===== src/core/mgpc_pkg.sv =====
// package of constants for the general pin port control block
package mgpc_pkg;
	localparam int unsigned     PIN_COUNT      = 3;
	localparam int unsigned     RESET_PIN_IDX  = 2;
	localparam logic [2:0]      DIR_RESET_VAL  = 3'h0;
	localparam logic [2:0]      OUT_RESET_VAL  = 3'h0;
	localparam logic [2:0]      IN_RESET_VAL   = 3'h0;
	localparam logic            EN_RESET_VAL   = 1'h0;
	localparam logic            FAULT_RESET_VAL = 1'h0;
endpackage


===== src/core/mgpc_port.sv =====
// three-pin general purpose port with per-pin direction and port enable
// Summary of operation
// - three two-way pins, each with own output driver and input receiver
// - after reset every output driver is off, pins float
// - a pin drives only when port enabled and its own direction is output; under debug control the reset pin drives by processor reset, not direction
// - disabling the port tri-states every pin at once, any direction
// - port usable only while serial test and serial peripheral functions are off
// - third pin is the active-low processor reset output
`timescale 1ns/1ps
`default_nettype none
module mgpc_port
	import mgpc_pkg::*;
(
	input  wire logic                 core_clk_i,
	input  wire logic                 sys_rst_i,
	input  wire logic                 host_pin_port_en_i,
	input  wire logic                 jtag_active_i,
	input  wire logic                 spi_active_i,
	input  wire logic [PIN_COUNT-1:0] pin_dir_out_i,
	input  wire logic [PIN_COUNT-1:0] pin_out_val_i,
	input  wire logic                 processor_system_reset_n_i,
	input  wire logic                 reset_ctrl_by_debug_i,
	input  wire logic [PIN_COUNT-1:0] pin_in_i,
	output logic      [PIN_COUNT-1:0] pin_out_o,
	output logic      [PIN_COUNT-1:0] pin_oe_o,
	output logic      [PIN_COUNT-1:0] pin_rd_val_o,
	output logic                      host_pin_port_active_o,
	output logic                      port_conflict_o
);
	logic                      port_ok;
	logic                      dbg_owns_rst;
	logic                      act_ff;
	logic                      flt_ff;
	logic                      nxt_act;
	logic                      nxt_flt;
	wire logic [PIN_COUNT-1:0] out_bits;
	wire logic [PIN_COUNT-1:0] oe_bits;
	wire logic [PIN_COUNT-1:0] rd_bits;

	// port acceptance group
	// enabling while a shared function runs is refused and the pins stay off
	always_comb begin
		port_ok      = host_pin_port_en_i & ~jtag_active_i & ~spi_active_i;

		// debug ownership of the reset pin still needs the port accepted
		dbg_owns_rst = port_ok & reset_ctrl_by_debug_i;

		nxt_act      = port_ok;

		// the flag tells the host why its enable had no effect
		nxt_flt      = host_pin_port_en_i & (jtag_active_i | spi_active_i);
	end

	always_ff @(posedge core_clk_i or posedge sys_rst_i) begin
		if (sys_rst_i) begin
			act_ff <= EN_RESET_VAL;
			flt_ff <= FAULT_RESET_VAL;
		end else begin
			act_ff <= nxt_act;
			flt_ff <= nxt_flt;
		end
	end

	// one slice per pin; only the reset pin slice differs
	for (genvar i = 0; i < PIN_COUNT; i++) begin : g_pin
		logic sync1_ff;
		logic sync2_ff;
		logic nxt_sync1;
		logic nxt_sync2;
		logic oe_ff;
		logic nxt_oe;
		logic out_ff;
		logic nxt_out;
		logic rd_ff;
		logic nxt_rd;

		// synchroniser group
		// the receiver sees the board, so two stages before any logic reads it
		always_comb begin
			nxt_sync1 = pin_in_i[i];
			nxt_sync2 = sync1_ff;
		end

		always_ff @(posedge core_clk_i or posedge sys_rst_i) begin
			if (sys_rst_i) begin
				sync1_ff <= IN_RESET_VAL[i];
				sync2_ff <= IN_RESET_VAL[i];
			end else begin
				sync1_ff <= nxt_sync1;
				sync2_ff <= nxt_sync2;
			end
		end

		// output enable group
		if (i == RESET_PIN_IDX) begin : g_rst_oe
			always_comb begin
				nxt_oe = DIR_RESET_VAL[i];

				if (port_ok) begin
					nxt_oe = pin_dir_out_i[i];
				end

				// released means float: open-drain style, so a board reset button can share the line
				if (dbg_owns_rst) begin
					nxt_oe = ~processor_system_reset_n_i;
				end

				// disable wins over everything, in the same registered cycle
				if (!port_ok) begin
					nxt_oe = DIR_RESET_VAL[i];
				end
			end
		end else begin : g_gen_oe
			always_comb begin
				nxt_oe = DIR_RESET_VAL[i];

				if (port_ok) begin
					nxt_oe = pin_dir_out_i[i];
				end

				if (!port_ok) begin
					nxt_oe = DIR_RESET_VAL[i];
				end
			end
		end

		always_ff @(posedge core_clk_i or posedge sys_rst_i) begin
			if (sys_rst_i) begin
				oe_ff <= DIR_RESET_VAL[i];
			end else begin
				oe_ff <= nxt_oe;
			end
		end

		// drive value group
		// the value follows the host even for an input pin; the enable alone decides the pin
		if (i == RESET_PIN_IDX) begin : g_rst_val
			always_comb begin
				nxt_out = OUT_RESET_VAL[i];

				if (port_ok) begin
					nxt_out = pin_out_val_i[i];
				end

				// the reset line is never driven high by the debug tools
				if (dbg_owns_rst) begin
					nxt_out = 1'h0;
				end
			end
		end else begin : g_gen_val
			always_comb begin
				nxt_out = OUT_RESET_VAL[i];

				if (port_ok) begin
					nxt_out = pin_out_val_i[i];
				end
			end
		end

		always_ff @(posedge core_clk_i or posedge sys_rst_i) begin
			if (sys_rst_i) begin
				out_ff <= OUT_RESET_VAL[i];
			end else begin
				out_ff <= nxt_out;
			end
		end

		// read-back group
		// a pin set to output, or a port turned off, keeps its last sampled level for the host
		always_comb begin
			nxt_rd = rd_ff;

			if (port_ok && !pin_dir_out_i[i]) begin
				nxt_rd = sync2_ff;
			end
		end

		always_ff @(posedge core_clk_i or posedge sys_rst_i) begin
			if (sys_rst_i) begin
				rd_ff <= IN_RESET_VAL[i];
			end else begin
				rd_ff <= nxt_rd;
			end
		end

		assign oe_bits[i]  = oe_ff;
		assign out_bits[i] = out_ff;
		assign rd_bits[i]  = rd_ff;
	end

	// every output is a flop of its own slice or of the port group
	always_comb begin
		pin_out_o              = out_bits;
		pin_oe_o               = oe_bits;
		pin_rd_val_o           = rd_bits;
		host_pin_port_active_o = act_ff;
		port_conflict_o        = flt_ff;
	end
endmodule // mgpc_port
`default_nettype wire


===== config.mk =====
export PLATFORM = sky130hd
export DESIGN_NAME = mgpc_port
export DESIGN_NICKNAME = d
export VERILOG_FILES = /design/src/core/mgpc_pkg.sv /design/src/core/mgpc_port.sv
export SDC_FILE = /design/constraint.sdc
export NUM_CORES = 1
export LEC_CHECK = 0
export ABC_AREA = 1
export BUFFER_PORTS_ARGS = -buffer_cell sky130_fd_sc_hd__buf_4
export CAP_MARGIN = 20
export CORE_AREA = 2 2 53 43
export DETAILED_ROUTE_END_ITERATION = 10
export DIE_AREA = 0 0 55 45
export GPL_TIMING_DRIVEN = 0
export HOLD_SLACK_MARGIN = 0.03
export PLACE_DENSITY_LB_ADDON = 0.25
export SLEW_MARGIN = 20
export SYNTH_ARGS = -nofsm -noshare
export SYNTH_HDL_FRONTEND = slang
export SYNTH_SLANG_ARGS = --single-unit

===== constraint.sdc =====
create_clock -name core_clk_i -period 0.8 [get_ports core_clk_i]
set_input_delay 0.08 -clock core_clk_i [delete_from_list [all_inputs] [get_ports core_clk_i]]
set_output_delay 0.08 -clock core_clk_i [all_outputs]
set_load 0.02 [all_outputs]

==> results.sh, run 1 <==
export IMPL_clk_pin_slew_ps=90
export IMPL_cp_end_kind="primary output"
export IMPL_post_synth_top_count_cell="dfrtp_1"
export IMPL_rsz0062_at_grt="true"
export IMPL_crit_fanout=2
export IMPL_ys_top_cells_by_count="dfrtp_1 (17), buf_4 (9), inv_1 (9), nand2_1 (9), nor2_1 (6)"
export IMPL_grt_pass1_wl_um=1731
export IMPL_cts_sinks=17
export IMPL_syn_avg_cell_area_sq_um=10.71
export IMPL_core_region_area_sq_mm=0.001927
export IMPL_cts_buffer_depth=2
export IMPL_drc_errors=0
export IMPL_yosys_area_top_type="dfrtp_1"
export IMPL_numCtsBuffers=3
export IMPL_switching_power_uw=408.9
export IMPL_dieWidth_um=55
export IMPL_track_usage_pct=10.23
export IMPL_synth_area_top_cells="dfrtp_1 (65%), buf_4 (10%), inv_1 (5.2%)"
export IMPL_fillers=188
export IMPL_rows=14
export IMPL_diodes=0
export IMPL_overflow=0
export IMPL_yosysWarnings=0
export IMPL_synth_distinct_cells=12
export IMPL_min_period_ps=892.6
export IMPL_seqPwrFrac_pct=55.4
export IMPL_synth_nets=77
export IMPL_yosys_register_bits=17
export IMPL_initial_core_util_pct=33.90
export IMPL_postRouteAntennaNets=0
export IMPL_r2r_end="g_pin[1].rd_ff"
export IMPL_r2r_start="g_pin[1].rd_ff"
export IMPL_multi_input_area_sq_um=117.6
export IMPL_p_leak_uw=0.0005240
export IMPL_via_per_inst=4.018
export IMPL_required_ps=720
export IMPL_power_switching_share_pct=24.00
export IMPL_synthArstFlopShare_pct=100.0
export IMPL_fin_area_sq_um=955.9
export IMPL_die_h_um=45
export IMPL_drt_initial_drc_count=4
export IMPL_syn_instance_count=61
export IMPL_p_clk_share_pct=24.8
export IMPL_grt_max_degree=18
export IMPL_ff2ff_path_depth=4
export IMPL_violations="hold timing, setup timing"
export IMPL_gp_congestion=0.6479
export IMPL_synthAdderAreaFrac_pct=0
export IMPL_area_growth_pct=46.36
export IMPL_critPathKind="reg -> out"
export IMPL_worst_slack_ps=-92.56
export IMPL_post_synth_xor_area_fraction_pct=0
export IMPL_p_comb_share_pct=19.8
export IMPL_antenna_found_initial=0
export IMPL_cp_slowest_stage_delay_ps=400
export IMPL_fin_skew_ps=0.4427
export IMPL_hold_class="in -> async"
export IMPL_setup_viol=12
export IMPL_crit_chain="buf_6"
export IMPL_yosysSeqAreaShare_pct=65.13
export IMPL_whs_ps=-122.3
export IMPL_cts_htree_levels=1
export IMPL_routed_wl_um=1054
export IMPL_final_layout_size_suffix_gt1_share_pct=37.78
export IMPL_placed_area_sq_um=870.8
export IMPL_tightest_slew_ps=624.3
export IMPL_arrival_ps=810
export IMPL_io_buffers=25
export IMPL_synthSimpleGateAreaFrac_pct=17.24
export IMPL_critPathSlowestCell="dfrtp_1"
export IMPL_hold_viol=17
export IMPL_muxShareOfSynthArea_pct=0
export IMPL_ios=27
export IMPL_grt_pass1_vias=413
export IMPL_maxSlewHeadroom_pct=58.33
export IMPL_dieArea_sq_mm=0.002475
export IMPL_power_internal_uw=1295
export IMPL_cts_tree="yes"
export IMPL_ir_drop_v=0.0009752
export IMPL_root_buffer="clkbuf_4"
export IMPL_synth_edff_count=0
export IMPL_synth_compound_area_share_pct=0.7663
export IMPL_wl_per_cell_um=9.246
export IMPL_seq_area_sq_um=425.4
export IMPL_netlist_area_leader_share_pct=65.13
export IMPL_netlist_area_sq_um=653.1
export IMPL_maxSlewViolCount=0
export IMPL_finalCritPeriodShare_pct=111.6
export IMPL_clock_latency_ps=270
export IMPL_dr_pass1_iters=2
export IMPL_synth_top_family_by_area="simple AND/OR/NAND/NOR gates"
export IMPL_via_count=458
export IMPL_critPathTopFamily="flip-flops"
export IMPL_tns_ps=-843.7
export IMPL_critical_path_buf_inv_count=1
export IMPL_post_place_ws_ps=52.93
export IMPL_reg2reg_slack_ps=-50
export IMPL_fmax_ghz=1.120
export IMPL_worstSetupStartpointType="flop"
export IMPL_synth_flop_cell="dfrtp_1"
export IMPL_cap_violations=0
export IMPL_dp_hpwl_um=750.5
export IMPL_powerDensity_mw_per_mm2=1783
export IMPL_cts_hold_buf=7
export IMPL_fin_nets=107
export IMPL_status="finished with violations"
## area by class of cell
type / instances / area share, %
repair buffers: 34 / 32.85
flip-flops and latches: 17 / 44.50
clock buffers: 4 / 2.749
multi-input cells: 24 / 12.30
inverters: 10 / 3.927
well taps: 24 / 3.141
plain buffers: 1 / 0.5236
## stage by stage
stage               cells  utilization (%)  total power [uW]  hold WS, ps
global route          114            49.61              1805       -79.58
detailed placement    110            45.19              1265        191.6
finish                114            49.61              1704       -122.3
CTS                   113            49.22              1724       -113.2
floorplan              61                -              1129        6.069
global placement      110            45.19              1260        189.0
## power groups by stage
stage | registers, uW | clock network [uW] | logic (uW)
3_3_place_gp | 952 | 0 | 308
3_5_place_dp | 954 | 0 | 311
5_1_grt | 950 | 487 | 368
2_1_floorplan | 955 | 0 | 174
6_report | 944 | 422 | 338
4_1_cts | 945 | 451 | 328
## repair_timing
action                                  in CTS  in global routing
resized for setup                           11                  0
endpoints found under the setup margin      11                 11
endpoints found under the hold margin       23                 17
buffers inserted                             1                  1
## cell families after synthesis
family	count (synthesis)
simple gates	23
flops	17
compound gates	1
buf+inv	20
## worst max path at each step
stage                              start              end  depth (start not counted)
after global placement     jtag_active_i   g_pin[2].oe_ff                          6
after global routing      g_pin[1].rd_ff  pin_rd_val_o[1]                          1
after floorplan           g_pin[0].rd_ff  pin_rd_val_o[0]                          1
after CTS                 g_pin[2].rd_ff  pin_rd_val_o[2]                          1
final                     g_pin[2].rd_ff  pin_rd_val_o[2]                          1
after detailed placement   jtag_active_i   g_pin[2].oe_ff                          6
## registers in the layout, indices dropped and copies added (netlist names)
signal / count
g_pin.nxt_sync2: 3
g_pin.oe_ff: 3
g_pin.out_ff: 3
g_pin.rd_ff: 3
g_pin.sync2_ff: 3
host_pin_port_active_o: 1
port_conflict_o: 1
## cell usage in the layout (no fill, tap or decap)
cell / Yosys / final
buf_2: 1 / 1
buf_4: 9 / 16
buf_6: 0 / 11
clkbuf_1: 0 / 1
clkbuf_4: 0 / 3
dfrtp_1: 17 / 17
dlygate4sd3_1: 0 / 7
inv_1: 9 / 9
inv_2: 1 / 1
nand2_1: 9 / 9
nand2_4: 1 / 1
nand3_1: 3 / 3
nand4_1: 3 / 3
nor2_1: 6 / 6
nor2_4: 1 / 1
o21ai_0: 1 / 1
## routing by layer
metal	wire length, um	vias to the layer above	GRT usage, %
met1	481	207	12.82
met5	0	-	0
li1	-	233	-
met2	472	18	15.71
met4	0	0	1.463
met3	100	0	5.960
(Power assumes the default switching activity.)
==> run 2, diff against run 1 <==
--- a/config.mk
+++ b/config.mk
@@ -14,6 +14,7 @@
 export GPL_TIMING_DRIVEN = 0
 export HOLD_SLACK_MARGIN = 0.03
 export PLACE_DENSITY_LB_ADDON = 0.25
+export RECOVER_POWER = 50
 export SLEW_MARGIN = 20
 export SYNTH_ARGS = -nofsm -noshare
 export SYNTH_HDL_FRONTEND = slang
==> results.sh, run 2 (synthesis gave the netlist of run 1 again) <==
export IMPL_grt_pass1_wl_um=1731
export IMPL_hold_class="in -> async"
export IMPL_gp_congestion=0.6479
export IMPL_critPathKind="reg -> out"
export IMPL_whs_ps=-120.2
export IMPL_required_ps=720
export IMPL_p_clk_share_pct=24.8
export IMPL_mostFrequentLayoutCells="dfrtp_1 (17), buf_4 (15), buf_6 (11)"
export IMPL_clock_latency_ps=270
export IMPL_critPathTopFamily="flip-flops"
export IMPL_core_region_area_sq_mm=0.001927
export IMPL_postRouteAntennaNets=0
export IMPL_p_leak_uw=0.0005253
export IMPL_cap_violations=0
export IMPL_wl_per_cell_um=9.386
export IMPL_finalCritPeriodShare_pct=111.6
export IMPL_power_switching_share_pct=23.89
export IMPL_ir_drop_v=0.0009721
export IMPL_arrival_ps=810
export IMPL_crit_chain="buf_6"
export IMPL_numCtsBuffers=3
export IMPL_final_util_pct=49.22
export IMPL_dp_hpwl_um=750.5
export IMPL_crit_fanout=2
export IMPL_fillers=188
export IMPL_seqPwrFrac_pct=55.6
export IMPL_setup_viol=12
export IMPL_cts_htree_levels=1
export IMPL_reg2reg_slack_ps=-50
export IMPL_stdcell_count=114
export IMPL_cts_sinks=17
export IMPL_cts_tree="yes"
export IMPL_rows=14
export IMPL_status="finished with violations"
export IMPL_routed_wl_um=1070
export IMPL_dieWidth_um=55
export IMPL_hold_viol=17
export IMPL_critPathSlowestCell="dfrtp_1"
export IMPL_maxSlewViolCount=0
export IMPL_via_count=450
export IMPL_root_buffer="clkbuf_4"
export IMPL_fin_area_sq_um=948.4
export IMPL_critical_path_buf_inv_count=1
export IMPL_cp_end_kind="primary output"
export IMPL_clk_pin_slew_ps=90
export IMPL_drc_errors=0
export IMPL_switching_power_uw=405.9
export IMPL_via_per_inst=3.947
export IMPL_placed_area_sq_um=870.8
export IMPL_dieArea_sq_mm=0.002475
export IMPL_antenna_found_initial=0
export IMPL_grt_max_degree=18
export IMPL_worstSetupStartpointType="flop"
export IMPL_worst_slack_ps=-92.98
export IMPL_power_total_uw=1699
export IMPL_final_common_cell="dfrtp_1"
export IMPL_initial_core_util_pct=33.90
export IMPL_fmax_ghz=1.120
export IMPL_fin_skew_ps=0.9158
export IMPL_fin_nets=107
export IMPL_p_comb_share_pct=19.6
export IMPL_io_buffers=25
export IMPL_cts_buffer_depth=2
export IMPL_drt_initial_drc_count=1
export IMPL_rsz0062_at_grt="true"
export IMPL_die_h_um=45
export IMPL_final_layout_size_suffix_gt1_share_pct=35.56
export IMPL_cp_slowest_stage_delay_ps=400
export IMPL_post_place_ws_ps=52.93
export IMPL_area_growth_pct=45.21
export IMPL_maxSlewHeadroom_pct=58.29
export IMPL_diodes=0
export IMPL_grt_pass1_vias=413
export IMPL_track_usage_pct=10.23
export IMPL_dp_cells=110
export IMPL_dr_pass1_iters=3
export IMPL_min_period_ps=893.0
export IMPL_cts_hold_buf=7
export IMPL_power_internal_uw=1293
export IMPL_ios=27
export IMPL_overflow=0
export IMPL_violations="hold timing, setup timing"
export IMPL_tightest_slew_ps=623.3
export IMPL_powerDensity_mw_per_mm2=1791
## run 2: changes by cell type in the layout (fill, tap and decap cells not counted)
cell      before  now
nor2_1         6    7
buf_4         16   15
inv_1          9   10
inv_2          1    0
clkbuf_4       3    4
nor2_4         1    0
## run 2: layout make-up
class                   instances  area [sq um]  share of cell area, %
clock buffers                   4         26.28                  2.770
repair buffers                 34         314.1                  33.11
inverters                      10         37.54                  3.958
multi-input cells              24         110.1                  11.61
plain buffers                   1         5.005                 0.5277
well taps                      24         30.03                  3.166
flip-flops and latches         17         425.4                  44.85
## run 2: final timing paths
kind | from | endpoint | depth (start not counted)
worst min register to register | g_pin[0].nxt_sync2 | g_pin[0].sync2_ff | 0
max in group asynchronous | sys_rst_i | g_pin[0].oe_ff | 2
worst max register to register | g_pin[1].rd_ff | g_pin[1].rd_ff | 4
worst min-delay path | sys_rst_i | host_pin_port_active_o | 2
min in group core_clk_i | pin_dir_out_i[1] | g_pin[1].oe_ff | 3
worst max-delay path | g_pin[2].rd_ff | pin_rd_val_o[2] | 1
## run 2: routing by layer
metal  GRT usage [%]  vias to the layer above  wire [um]
met4           1.463                        0          0
met5               0                        -          0
met1           12.82                      199        502
met2           15.71                       18        466
met3           5.960                        0        101
li1                -                      233          -
## run 2: per-stage QoR
| step | hold slack [ps] | setup TNS [ps] |
|---|---|---|
| 6_report | -120.2 | -844.1 |
| 5_1_grt | -77.14 | -1446 |
| 4_1_cts | -113.2 | -990.1 |
| 3_5_place_dp | 191.6 | 0 |
| 3_3_place_gp | 189.0 | 0 |
| 2_1_floorplan | 6.069 | 0 |
## run 2: power groups by stage
stage | registers [uW] | logic (uW) | clock network (uW)
3_5_place_dp | 954 | 311 | 0
5_1_grt | 950 | 363 | 487
6_report | 944 | 333 | 422
4_1_cts | 945 | 328 | 451
3_3_place_gp | 952 | 308 | 0
2_1_floorplan | 955 | 174 | 0
## run 2: repair_timing
action / 4_1_cts / 5_1_grt
setup buffers: 1 / 1
endpoints found under the setup margin: 11 / 11
gates resized for setup: 11 / 0
endpoints found under the hold margin: 23 / 17
==> run 3, diff against run 2 <==
--- a/config.mk
+++ b/config.mk
@@ -8,9 +8,9 @@
 export ABC_AREA = 1
 export BUFFER_PORTS_ARGS = -buffer_cell sky130_fd_sc_hd__buf_4
 export CAP_MARGIN = 20
-export CORE_AREA = 2 2 53 43
+export CORE_AREA = 2 2 47 49
 export DETAILED_ROUTE_END_ITERATION = 10
-export DIE_AREA = 0 0 55 45
+export DIE_AREA = 0 0 49 51
 export GPL_TIMING_DRIVEN = 0
 export HOLD_SLACK_MARGIN = 0.03
 export PLACE_DENSITY_LB_ADDON = 0.25
==> results.sh, run 3 (synthesis gave the netlist of run 1 again) <==
export IMPL_status="finished with violations"
export IMPL_violations="hold timing, setup timing"
export IMPL_numCtsBuffers=3
export IMPL_final_common_cell="dfrtp_1"
export IMPL_critPathSlowestCell="dfrtp_1"
export IMPL_maxSlewHeadroom_pct=59.85
export IMPL_drc_errors=0
export IMPL_dr_pass1_iters=2
export IMPL_via_count=483
export IMPL_ios=27
export IMPL_fin_nets=108
export IMPL_wl_per_cell_um=8.689
export IMPL_mostFrequentLayoutCells="dfrtp_1 (17), buf_4 (15), buf_6 (12)"
export IMPL_cts_hold_buf=7
export IMPL_root_buffer="clkbuf_4"
export IMPL_critPathKind="reg -> out"
export IMPL_area_growth_pct=47.13
export IMPL_hold_class="in -> async"
export IMPL_crit_fanout=2
export IMPL_clk_pin_slew_ps=90
export IMPL_cts_buffer_depth=2
export IMPL_cp_end_kind="primary output"
export IMPL_grt_pass1_wl_um=1918
export IMPL_p_leak_uw=0.0005249
export IMPL_required_ps=720
export IMPL_cts_sinks=17
export IMPL_placed_area_sq_um=875.8
export IMPL_fin_skew_ps=4.164
export IMPL_worstSetupStartpointType="flop"
export IMPL_dieArea_sq_mm=0.002499
export IMPL_drt_initial_drc_count=1
export IMPL_core_region_area_sq_mm=0.002063
export IMPL_fmax_ghz=1.108
export IMPL_worst_slack_ps=-102.5
export IMPL_ir_drop_v=0.0009263
export IMPL_grt_max_degree=18
export IMPL_critPathTopFamily="flip-flops"
export IMPL_rsz0062_at_grt="true"
export IMPL_antenna_found_initial=0
export IMPL_initial_core_util_pct=31.66
export IMPL_reg2reg_slack_ps=-30
export IMPL_r2r_start="g_pin[1].rd_ff"
export IMPL_powerDensity_mw_per_mm2=1800
export IMPL_cap_violations=0
export IMPL_crit_chain="buf_6"
export IMPL_setup_viol=12
export IMPL_arrival_ps=820
export IMPL_crit_cells=1
export IMPL_rows=17
export IMPL_track_usage_pct=10.49
export IMPL_ff2ff_path_depth=4
export IMPL_final_layout_size_suffix_gt1_share_pct=38.46
export IMPL_power_total_uw=1730
export IMPL_die_h_um=51
export IMPL_via_per_inst=4.059
export IMPL_clock_latency_ps=280
export IMPL_r2r_end="g_pin[1].rd_ff"
export IMPL_gp_congestion=0.6738
export IMPL_cp_slowest_stage_delay_ps=400
export IMPL_routed_wl_um=1034
export IMPL_finalCritPeriodShare_pct=112.8
export IMPL_critical_path_buf_inv_count=1
export IMPL_cts_tree="yes"
export IMPL_final_util_pct=46.57
export IMPL_fin_area_sq_um=960.9
export IMPL_io_buffers=25
export IMPL_tightest_slew_ps=601.5
export IMPL_maxSlewViolCount=0
export IMPL_cts_htree_levels=1
export IMPL_dp_hpwl_um=735.7
export IMPL_overflow=0
export IMPL_hold_viol=17
export IMPL_dieWidth_um=49
export IMPL_grt_pass1_vias=495
export IMPL_diodes=0
export IMPL_post_place_ws_ps=52.63
export IMPL_whs_ps=-142.2
export IMPL_min_period_ps=902.5
export IMPL_postRouteAntennaNets=0
==> run 3: changes by cell type in the layout (fill, tap and decap cells not counted) <==
cell and delta:
buf_6 +1, clkbuf_1 -1, clkinv_2 +1, inv_1 -1
inv_2 +1, nand2_2 +1, nand2_4 -1
==> run 3: area by class of cell <==
type / count / area (sq um)
Tap cell: 28 / 35.03
Multi-Input combinational cell: 24 / 105.1
Sequential cell: 17 / 425.4
Buffer: 1 / 5.005
Fill cell: 213 / 1102
Timing Repair Buffer: 35 / 325.3
Clock inverter: 1 / 5.005
Inverter: 10 / 37.54
Clock buffer: 3 / 22.52
==> run 3: worst max path at each step <==
stage	start	end	slack (ps)
after floorplan	g_pin[0].rd_ff	pin_rd_val_o[0]	220
after global placement	jtag_active_i	g_pin[2].oe_ff	70
after detailed placement	jtag_active_i	g_pin[0].rd_ff	50
after CTS	g_pin[2].rd_ff	pin_rd_val_o[2]	-120
after global routing	g_pin[2].rd_ff	pin_rd_val_o[2]	-160
final	g_pin[2].rd_ff	pin_rd_val_o[2]	-100
==> run 3: layer usage <==
metal  wire, um  up-vias  share of wire (%)  global-route usage [%]
met5          0        -                  0                       0
met4         10        0               0.97                   5.714
met3         39        2                3.8                   4.386
met2        536       15                 52                   18.26
met1        448      229                 43                   10.73
li1           -      237                  -                       -
==> run 3: power breakdown <==
| part | leakage, uW | total [uW] | switching [uW] | internal, uW |
|---|---|---|---|---|
| clock network | 0.0000177 | 433 | 247 | 185 |
| registers | 0.000216 | 944 | 29.2 | 915 |
| logic | 0.000291 | 354 | 150 | 203 |
==> run 3: timing repair <==
item,CTS,global route
pin swaps,0,0
gates resized for setup,11,2
setup buffers,1,2
endpoints found under the setup margin,11,11
endpoints found under the hold margin,23,17
==> run 3: through the flow <==
| stage | setup TNS (ps) | std cells |
|---|---|---|
| after floorplan | 0 | 61 |
| after global placement | 0 | 114 |
| after detailed placement | 0 | 114 |
| after CTS | -1078 | 117 |
| after global routing | -2264 | 119 |
| final | -919.4 | 119 |
